===== config.mk =====
export PLATFORM = sky130hd
export DESIGN_NAME = pcs_status_reg
export DESIGN_NICKNAME = d
export VERILOG_FILES = /design/src/inc/pcs_pkg.sv /design/src/design/pcs_sticky_flag.sv /design/src/design/pcs_status_reg.sv
export SDC_FILE = /design/constraint.sdc
export NUM_CORES = 1
export LEC_CHECK = 0
export BUFFER_PORTS_ARGS = -buffer_cell sky130_fd_sc_hd__buf_2
export CAP_MARGIN = 20
export CORE_ASPECT_RATIO = 0.5
export CORE_UTILIZATION = 44
export DETAILED_ROUTE_END_ITERATION = 7
export PLACE_DENSITY = 0.77
export REMOVE_ABC_BUFFERS = 1
export SLEW_MARGIN = 20
export SYNTH_ARGS = -nofsm -noshare
export SYNTH_HDL_FRONTEND = slang
export SYNTH_HIERARCHICAL = 1
export SYNTH_SLANG_ARGS = --single-unit
export TNS_END_PERCENT = 50

===== constraint.sdc =====
create_clock -name CLOCK_IN -period 1.2 [get_ports CLOCK_IN]
set_input_delay 0.12 -clock CLOCK_IN [delete_from_list [all_inputs] [get_ports CLOCK_IN]]
set_output_delay 0.12 -clock CLOCK_IN [all_outputs]
set_load 0.005 [all_outputs]

===== src/inc/pcs_pkg.sv =====
// Purpose: Constants for the configuration status register block
// Assumes: 16-bit status word, byte-lane write strobes
// Notes:   Offsets are configuration space byte addresses
package pcs_pkg;
  localparam logic [7:0]  CMD_OFFSET        = 8'h04;
  localparam logic [7:0]  STATUS_OFFSET     = 8'h06;
  localparam int          BIT_PARITY_SEEN   = 15;
  localparam int          BIT_SYS_SIGNALLED = 14;
  localparam int          BIT_MASTER_ABORT_RECEIVED_RCVD   = 13;
  localparam int          BIT_TABORT_RCVD   = 12;
  localparam int          BIT_TARGET_ABORT_SIGNALLED    = 11;
  localparam int          BIT_MDATA_PARITY  = 8;
  localparam int          BIT_INT_PENDING   = 3;
  localparam int          CMD_BIT_INT_DIS   = 10;
  localparam int          CMD_BIT_SYS_EN    = 8;
  localparam int          CMD_BIT_PAR_EN    = 6;
  localparam logic [1:0]  DEVSEL_MEDIUM     = 2'h1;
  localparam logic [15:0] STATUS_RESET      = 16'h0210;
  localparam logic [15:0] CMD_RESET         = 16'h0000;
  localparam logic [15:0] CMD_WRITE_MASK    = 16'h0556;
endpackage


===== src/design/pcs_sticky_flag.sv =====
// Purpose: One write-one-to-clear event flag
// Assumes: Event and clear are on the same clock
// Notes:   Set wins over a clear in the same cycle
`timescale 1ns/1ps
`default_nettype none
module pcs_sticky_flag (
  input  wire logic clk_in,
  input  wire logic arst_n_in,
  input  wire logic set_in,
  input  wire logic clear_in,
  output var  logic flag_out
);
  always_ff @(posedge clk_in or negedge arst_n_in) begin
    if (!arst_n_in) begin
      flag_out <= 1'b0;
    end else if (set_in) begin
      flag_out <= 1'b1;
    end else if (clear_in) begin
      flag_out <= 1'b0;
    end
  end
endmodule
`default_nettype wire


===== src/design/pcs_status_reg.sv =====
// Purpose: Configuration status register with command enables it relies on
// Assumes: Config access port on the bus clock; events are one-cycle pulses
// Notes:   Read data is registered, one cycle after the read strobe
`timescale 1ns/1ps
`default_nettype none
// Functional notes
// - Parity error on address/data sets bit 15
// - Signalled system error sets bit 14
// - Own cycle master-aborted sets bit 13
// - Own cycle target-aborted sets bit 12
// - Our target abort sets bit 11
// - Bits 10:9 read 01, medium select
// - Bit 8: perr, we mastered, enabled
// - Bit 7 reads zero
// - Bit 6 reads zero
// - Bit 5 reads zero, not fast clock
// - Bit 4 reads one, capability list
// - Bit 3 pending; interrupt when not disabled
// - Interrupt disable only masks the output
// - Compliance off forces bit 3 zero
// - Bits 2:0 read zero, writes ignored
// - System fault driven only when enabled
module pcs_status_reg (
  // Clock and reset
  input  wire logic        CLOCK_IN,
  input  wire logic        ARST_N_IN,
  // Configuration access
  input  wire logic [7:0]  CFG_ADDR_IN,
  input  wire logic        CFG_WR_IN,
  input  wire logic        CFG_RD_IN,
  input  wire logic [1:0]  CFG_BE_IN,
  input  wire logic [15:0] CFG_WDATA_IN,
  output var  logic [15:0] CFG_RDATA_OUT,
  // Bus events
  input  wire logic        ADDR_PARITY_ERR_IN,
  input  wire logic        DATA_PARITY_ERR_IN,
  input  wire logic        PERR_SEEN_IN,
  input  wire logic        IS_MASTER_IN,
  input  wire logic        MASTER_ABORT_IN,
  input  wire logic        TARGET_ABORT_RCVD_IN,
  input  wire logic        TARGET_ABORT_SENT_IN,
  input  wire logic        SYS_FAULT_REQ_IN,
  input  wire logic        CFG_CYCLE_IN,
  // Function state
  input  wire logic        INT_REQ_IN,
  input  wire logic        NEWER_REV_COMPLIANCE_ENABLE_IN,
  // Outputs
  output var  logic        INT_ASSERT_OUT,
  output var  logic        SYSTEM_FAULT_OUT,
  output var  logic        DEVSEL_MEDIUM_OUT,
  output var  logic        PARITY_RESPONSE_ENABLE_OUT
);
  logic [15:0] cmd_reg;
  logic [15:0] status_word;
  logic        wr_status;
  logic [15:0] clr_mask;
  logic        sys_fault_driver_enable;
  logic        parity_response_enable;
  logic        int_disable;
  logic        int_pending;
  logic        fault_fire;
  logic        parity_fault_seen;
  logic        system_fault_signalled;
  logic        master_abort_received;
  logic        target_abort_received;
  logic        target_abort_signalled;
  logic        master_data_parity_flag;
  logic [15:0] byte_lanes;
  logic        wr_command;
  logic [15:0] cmd_next;
  logic        parity_set;
  logic        system_fault_set;
  logic        master_abort_set;
  logic        target_abort_rcvd_set;
  logic        target_abort_sent_set;
  logic        master_parity_set;

  assign sys_fault_driver_enable = cmd_reg[pcs_pkg::CMD_BIT_SYS_EN];
  assign parity_response_enable  = cmd_reg[pcs_pkg::CMD_BIT_PAR_EN];
  assign int_disable             = cmd_reg[pcs_pkg::CMD_BIT_INT_DIS];
  assign byte_lanes  = {{8{CFG_BE_IN[1]}}, {8{CFG_BE_IN[0]}}};
  assign wr_status   = CFG_WR_IN && (CFG_ADDR_IN == pcs_pkg::STATUS_OFFSET);
  assign wr_command  = CFG_WR_IN && (CFG_ADDR_IN == pcs_pkg::CMD_OFFSET);
  assign clr_mask    = wr_status ? (CFG_WDATA_IN & byte_lanes) : 16'h0000;
  assign int_pending = INT_REQ_IN && NEWER_REV_COMPLIANCE_ENABLE_IN;
  assign fault_fire  = sys_fault_driver_enable && (SYS_FAULT_REQ_IN || ADDR_PARITY_ERR_IN);

  // Event qualifiers; received abort kinds only count while this function owns the bus
  assign parity_set            = ADDR_PARITY_ERR_IN || DATA_PARITY_ERR_IN;
  assign system_fault_set      = fault_fire;
  assign master_abort_set      = MASTER_ABORT_IN && IS_MASTER_IN;
  assign target_abort_rcvd_set = TARGET_ABORT_RCVD_IN && IS_MASTER_IN;
  assign target_abort_sent_set = TARGET_ABORT_SENT_IN;
  assign master_parity_set     = PERR_SEEN_IN && IS_MASTER_IN && parity_response_enable;

  // Command write keeps lanes that are not enabled; unmasked bits stay zero
  always_comb begin
    cmd_next = (cmd_reg & ~byte_lanes) | (CFG_WDATA_IN & byte_lanes);
    cmd_next = cmd_next & pcs_pkg::CMD_WRITE_MASK;
    if (!NEWER_REV_COMPLIANCE_ENABLE_IN) begin
      cmd_next[pcs_pkg::CMD_BIT_INT_DIS] = 1'b0;
    end
  end

  // Interrupt disable is read-only zero without compliance
  always_ff @(posedge CLOCK_IN or negedge ARST_N_IN) begin
    if (!ARST_N_IN) begin
      cmd_reg <= pcs_pkg::CMD_RESET;
    end else if (wr_command) begin
      cmd_reg <= cmd_next;
    end else if (!NEWER_REV_COMPLIANCE_ENABLE_IN) begin
      cmd_reg[pcs_pkg::CMD_BIT_INT_DIS] <= 1'b0;
    end
  end

  pcs_sticky_flag u_par (
    .clk_in   (CLOCK_IN),
    .arst_n_in(ARST_N_IN),
    .set_in   (parity_set),
    .clear_in (clr_mask[pcs_pkg::BIT_PARITY_SEEN]),
    .flag_out (parity_fault_seen)
  );

  pcs_sticky_flag u_sys (
    .clk_in   (CLOCK_IN),
    .arst_n_in(ARST_N_IN),
    .set_in   (system_fault_set),
    .clear_in (clr_mask[pcs_pkg::BIT_SYS_SIGNALLED]),
    .flag_out (system_fault_signalled)
  );

  pcs_sticky_flag u_mab (
    .clk_in   (CLOCK_IN),
    .arst_n_in(ARST_N_IN),
    .set_in   (master_abort_set),
    .clear_in (clr_mask[pcs_pkg::BIT_MASTER_ABORT_RECEIVED_RCVD]),
    .flag_out (master_abort_received)
  );

  pcs_sticky_flag u_tar (
    .clk_in   (CLOCK_IN),
    .arst_n_in(ARST_N_IN),
    .set_in   (target_abort_rcvd_set),
    .clear_in (clr_mask[pcs_pkg::BIT_TABORT_RCVD]),
    .flag_out (target_abort_received)
  );

  pcs_sticky_flag u_tas (
    .clk_in   (CLOCK_IN),
    .arst_n_in(ARST_N_IN),
    .set_in   (target_abort_sent_set),
    .clear_in (clr_mask[pcs_pkg::BIT_TARGET_ABORT_SIGNALLED]),
    .flag_out (target_abort_signalled)
  );

  pcs_sticky_flag u_mdp (
    .clk_in   (CLOCK_IN),
    .arst_n_in(ARST_N_IN),
    .set_in   (master_parity_set),
    .clear_in (clr_mask[pcs_pkg::BIT_MDATA_PARITY]),
    .flag_out (master_data_parity_flag)
  );

  always_comb begin
    status_word       = 16'h0000;
    status_word[15]   = parity_fault_seen;
    status_word[14]   = system_fault_signalled;
    status_word[13]   = master_abort_received;
    status_word[12]   = target_abort_received;
    status_word[11]   = target_abort_signalled;
    status_word[10:9] = pcs_pkg::DEVSEL_MEDIUM;
    status_word[8]    = master_data_parity_flag;
    status_word[4]    = pcs_pkg::STATUS_RESET[4];
    status_word[3]    = int_pending;
  end

  // Registered read data; unmapped offsets read zero
  always_ff @(posedge CLOCK_IN or negedge ARST_N_IN) begin
    if (!ARST_N_IN) begin
      CFG_RDATA_OUT <= 16'h0000;
    end else if (CFG_RD_IN) begin
      if (CFG_ADDR_IN == pcs_pkg::STATUS_OFFSET) begin
        CFG_RDATA_OUT <= status_word;
      end else if (CFG_ADDR_IN == pcs_pkg::CMD_OFFSET) begin
        CFG_RDATA_OUT <= cmd_reg;
      end else begin
        CFG_RDATA_OUT <= 16'h0000;
      end
    end
  end

  always_ff @(posedge CLOCK_IN or negedge ARST_N_IN) begin
    if (!ARST_N_IN) begin
      INT_ASSERT_OUT <= 1'b0;
    end else begin
      INT_ASSERT_OUT <= int_pending && !int_disable;
    end
  end

  always_ff @(posedge CLOCK_IN or negedge ARST_N_IN) begin
    if (!ARST_N_IN) begin
      SYSTEM_FAULT_OUT <= 1'b0;
    end else begin
      SYSTEM_FAULT_OUT <= fault_fire;
    end
  end

  always_ff @(posedge CLOCK_IN or negedge ARST_N_IN) begin
    if (!ARST_N_IN) begin
      DEVSEL_MEDIUM_OUT <= 1'b0;
    end else begin
      DEVSEL_MEDIUM_OUT <= !CFG_CYCLE_IN;
    end
  end

  always_ff @(posedge CLOCK_IN or negedge ARST_N_IN) begin
    if (!ARST_N_IN) begin
      PARITY_RESPONSE_ENABLE_OUT <= 1'b0;
    end else begin
      PARITY_RESPONSE_ENABLE_OUT <= parity_response_enable;
    end
  end
endmodule
`default_nettype wire


==> flow_summary.ini, run 1 <==
[yosys]
synth_edf_count = 0
yosys_warnings = 6
synthCells = 101
yosys_most_used_dff = dfrtp_1
syn_area_um2 = 1230
syn_area_per_cell_um2 = 12.2
synth_cell_type_count = 27
yosysSeqAreaShare = 0.589
async_flop_share = 1.00
yosys_register_bits = 29

[run_status]
violations = negative setup slack
status = finished with violations

[power_and_ir_drop]
ir_drop_mv = 0.707
power_density_nw_per_um2 = 1090
leakage_uw = 0.000948

[place]
placed_cell_area_um2 = 1590
place_hpwl_um = 1900
port_buffers = 52
pre_cts_ws_ns = -0.514
place_congestion = 0.739

[sta]
setup_viol_count_final = 12
timing.final.crit_share = 1.06
setup_ws_ns = -0.0736
fmax_mhz = 785
final_hold_viol_count = 0
finalSetupTns_ns = -0.541
maxSlewViolCount = 0
grt_setup_unrepaired = true
period_needed_ns = 1.27
finClkSkew_ns = 0.00172

[layout]
fillers = 200
utilization = 0.676
final_common_cell = buf_2
final_area_um2 = 1770
antenna_cells = 0
seqCellArea_um2 = 726
final_cell_mix = buf_2 (50), dfrtp_1 (29), nand2_1 (10)
syn_to_final_growth_pct = 43.6
multiInputGateArea_um2 = 480
final_nets = 211
layout-drive-gt1-share = 0.497

[clocking]
cts_buffer_depth = 2
cts-root-buf = clkbuf_8
h-tree-depth = 2
cts.sinks = 29
cts_made_buffers = 5
cts.clk_slew.worst_paths_ns = 0.06
cts_tree = done
clock_latency_ns = 0.27

[worst_setup_path]
startpoint = CFG_ADDR_IN[3]
crit_fanout = 4
ff2ff_setup_slack_ns = 0.29
cp.arrival_ns = 1.43
timing.rr.end = CFG_RDATA_OUT[8]
critPathLaunchType = primary input
critical_path_class = in -> reg
cp.required_ns = 1.36
rr_worst_depth = 3
end_kind = register

[grt]
grt_pass1_wl_um = 3910
overflow = 0
grt_pass1_vias = 855
grt_usage = 0.184
antenna_found_initial = 0
grt_max_degree = 17

[route]
dr.pass1.iters = 4
via_count = 989
drtIter0Drc = 29
ant_nets = 0
drc = 0
wirelength_um = 2500
vias_per_cell = 4.75
wire_per_inst_um = 12.0

[die]
initial_core_util = 0.471
fp.dieH_um = 39.4
rows = 13
dieArea_um2 = 3030
io_pins = 61
fp.coreArea_um2 = 2620
die_w_um = 76.8

[flow_run]
cap_violations = 0

[hold_path]
min-delay-path-class = in -> reg
==> cell type report <==
cell class | instances | area share
Clock buffer | 8 | 0.0453
Timing Repair Buffer | 65 | 0.228
Sequential cell | 29 | 0.410
Inverter | 9 | 0.0191
Tap cell | 37 | 0.0262
Multi-Input combinational cell | 60 | 0.272
==> Yosys cell counts (2+ instances only) <==
| cell | number | share of area |
|---|---|---|
| mux2_2 | 5 | 0.046 |
| dfrtp_1 | 29 | 0.59 |
| buf_4 | 3 | 0.018 |
| or2_2 | 2 | 0.010 |
| nor3_1 | 2 | 0.0081 |
| and2_1 | 8 | 0.041 |
| a21o_1 | 7 | 0.043 |
| nor3_4 | 2 | 0.026 |
| inv_1 | 9 | 0.027 |
| nand2_1 | 10 | 0.030 |
| o2bb2ai_1 | 4 | 0.028 |
| a22o_1 | 5 | 0.036 |
==> worst max-delay path: stages <==
cell,delay [ns]
buf_6,0.09
or4b_4,0.57
buf_6,0.16
nor3_4,0.18
mux2_4,0.31
==> routing by layer <==
metal | global-route usage | share of wire | wire (um) | up-vias
met2 | 0.295 | 0.49 | 1230 | 24
met4 | 0.115 | 0.020 | 49 | 0
met5 | 0 | 0 | 0 | -
li1 | - | - | - | 482
met3 | 0.0581 | 0.042 | 106 | 6
met1 | 0.225 | 0.45 | 1110 | 477
==> cells by family after synthesis <==
kind of cell / after synthesis / synth area share
other: 1 / 0.00304
AND/OR/NAND/NOR: 31 / 0.160
AO/OA/AOI/OAI: 20 / 0.136
multiplexers: 6 / 0.0538
buffers and inverters: 14 / 0.0579
flip-flops: 29 / 0.589
==> how the worst min path moves through the flow <==
| stage | from | end | slack [ns] | cells past startpoint |
|---|---|---|---|---|
| after global placement | ARST_N_IN | CFG_RDATA_OUT[12] | 0.06 | 1 |
| final | TARGET_ABORT_SENT_IN | u_tas/flag_out | 0.03 | 2 |
| after global routing | TARGET_ABORT_SENT_IN | u_tas/flag_out | 0.02 | 2 |
| after floorplan | ARST_N_IN | CFG_RDATA_OUT[10] | -0.18 | 0 |
| after CTS | TARGET_ABORT_SENT_IN | u_tas/flag_out | 0.03 | 2 |
| after detailed placement | ARST_N_IN | CFG_RDATA_OUT[12] | 0.06 | 1 |
==> where the power goes <==
part | switching (uW) | total [uW] | internal, uW
registers | 14.6 | 1020 | 1010
clock network | 328 | 739 | 410
logic | 80.1 | 176 | 95.9
==> metrics by stage <==
step	std cells	total power, uW	hold WS [ns]
6_report	208	1940	0.0310
4_1_cts	208	1950	0.0272
3_3_place_gp	196	1190	0.0572
2_1_floorplan	98	1080	-0.176
5_1_grt	208	2030	0.0232
3_5_place_dp	196	1190	0.0590
==> repair_timing <==
item	4_1_cts	5_1_grt
pin swaps	9	4
hold endpoints to repair	16	0
setup endpoints to repair	25	19
hold buffers	2	0
resized for setup	14	2
buffers inserted	2	0
Note: power is estimated with default switching activity, not from simulation.
==> run 2: changes to the inputs <==
--- a/config.mk
+++ b/config.mk
@@ -7,10 +7,12 @@
 export LEC_CHECK = 0
 export BUFFER_PORTS_ARGS = -buffer_cell sky130_fd_sc_hd__buf_2
 export CAP_MARGIN = 20
+export CELL_PAD_IN_SITES_DETAIL_PLACEMENT = 1
+export CELL_PAD_IN_SITES_GLOBAL_PLACEMENT = 1
 export CORE_ASPECT_RATIO = 0.5
-export CORE_UTILIZATION = 44
+export CORE_UTILIZATION = 33
 export DETAILED_ROUTE_END_ITERATION = 7
-export PLACE_DENSITY = 0.77
+export PLACE_DENSITY_LB_ADDON = 0.1
 export REMOVE_ABC_BUFFERS = 1
 export SLEW_MARGIN = 20
 export SYNTH_ARGS = -nofsm -noshare
==> flow_summary.ini, run 2 (synthesis results as in run 1) <==
[worst_setup_path]
critical_path_class = in -> reg
cp.required_ns = 1.36
timing.rr.end = CFG_RDATA_OUT[4]
cp_slowest_cell = or4b_4
crit_fanout = 4
ff2ff_setup_slack_ns = 0.25
end_kind = register
critical_path.max_stage_delay_ns = 0.57
rr_worst_depth = 3
critPathLaunchType = primary input
cp.arrival_ns = 1.44
path_cells = buf_6 -> or4b_4 -> nor3_4 -> mux2_2
critPathBufInv = 1
crit_family = simple AND/OR/NAND/NOR gates

[grt]
antenna_found_initial = 0
overflow = 0
grt_max_degree = 30
grt_pass1_vias = 989
grt_usage = 0.164
grt_pass1_wl_um = 4690

[die]
dieArea_um2 = 4000
io_pins = 61
die_w_um = 88.4
rows = 15
initial_core_util = 0.351
fp.dieH_um = 45.2
fp.coreArea_um2 = 3510

[sta]
finClkSkew_ns = 0.00515
fmax_mhz = 780
maxSlewViolCount = 0
period_needed_ns = 1.28
setup_viol_count_final = 12
grt_setup_unrepaired = true
final_hold_viol_count = 0
timing.final.crit_share = 1.07
setup_ws_ns = -0.0821

[clocking]
cts_tree = done
cts.clk_slew.worst_paths_ns = 0.06
clock_latency_ns = 0.27
cts_buffer_depth = 2
cts.sinks = 29
h-tree-depth = 2
cts_made_buffers = 5
cts-root-buf = clkbuf_8

[route]
wirelength_um = 2940
drtIter0Drc = 9
ant_nets = 0
wire_per_inst_um = 13.4
dr.pass1.iters = 2
vias_per_cell = 4.49
drc = 0
via_count = 987

[flow_run]
cap_violations = 0

[power_and_ir_drop]
leakage_uw = 0.000950
ir_drop_mv = 0.599
power_density_nw_per_um2 = 1160
p_total_uw = 2070

[layout]
multiInputGateArea_um2 = 478
layout-drive-gt1-share = 0.538
final_nets = 209
fillers = 399
utilization = 0.508
seqCellArea_um2 = 726
antenna_cells = 0
syn_to_final_growth_pct = 44.8
final_common_cell = buf_2
final_cell_mix = buf_2 (49), dfrtp_1 (29), nand2_1 (10)

[place]
place_hpwl_um = 2220
pre_cts_ws_ns = -0.549
port_buffers = 52
place_congestion = 0.668

[hold_path]
hold_path_end = u_tas/flag_out
holdCritStartpoint = TARGET_ABORT_SENT_IN
min-delay-path-class = in -> reg
hold_path_depth = 2

[run_status]
status = finished with violations
violations = negative setup slack
-- run 2: cell count changes in the layout (fill, tap and decap cells not counted), moves of 2 or more --
| cell | before | now |
|---|---|---|
| clkbuf_1 | 3 | 0 |
| and2_1 | 7 | 4 |
| inv_2 | 1 | 4 |
| clkbuf_8 | 5 | 7 |
| and2_4 | 1 | 4 |
| inv_1 | 8 | 5 |
-- run 2: worst max-delay path by stage --
stage | from | end | depth (start not counted)
2_1_floorplan | CFG_ADDR_IN[7] | u_mab/flag_out | 5
3_3_place_gp | CFG_ADDR_IN[7] | u_tar/flag_out | 7
3_5_place_dp | CFG_ADDR_IN[7] | u_par/flag_out | 7
4_1_cts | CFG_ADDR_IN[4] | register | 4
5_1_grt | CFG_ADDR_IN[3] | register | 4
6_report | CFG_ADDR_IN[3] | register | 4
-- run 2: layout make-up --
cell class | instances | share of cell area
tap | 51 | 0.0358
multi-input combinational | 60 | 0.268
sequential | 29 | 0.407
clock inverter | 1 | 0.00281
timing repair buffer | 63 | 0.214
clock buffer | 7 | 0.0540
inverter | 9 | 0.0189
-- run 2: metal layers --
layer  wire [um]  part of all wire  vias to the layer above  global-route usage
met5           0                 0                        -                   0
met4           0                 0                        0              0.0290
met3         150             0.051                        0              0.0603
met2        1320              0.45                       28               0.254
met1        1470              0.50                      481               0.224
li1            -                 -                      478                   -
-- run 2: through the flow --
step                      std cells  hold WS (ns)  setup TNS [ns]  area (um^2)
after floorplan                  98        -0.176           -6.75         1200
after global placement          210         0.148          -10.94         1590
after detailed placement        210         0.147          -11.64         1590
after CTS                       220        0.0348          -0.707         1750
after global routing            220        0.0580           -1.17         1780
final                           220        0.0325          -0.752         1780
-- run 2: timing repair --
action                     4_1_cts  5_1_grt
gates resized for setup         11       10
setup endpoints to repair       25       24
hold endpoints to repair        30        0
pin swaps                        9        5
hold buffers                     2        0
buffers inserted                 0        0
-- run 2: power by group --
group	leakage [uW]	internal [uW]	switching, uW
sequential	0.000378	1010	14.7
combinational	0.000518	90.7	79.7
clock	0.0000542	517	359
total	0.000950	1610	454
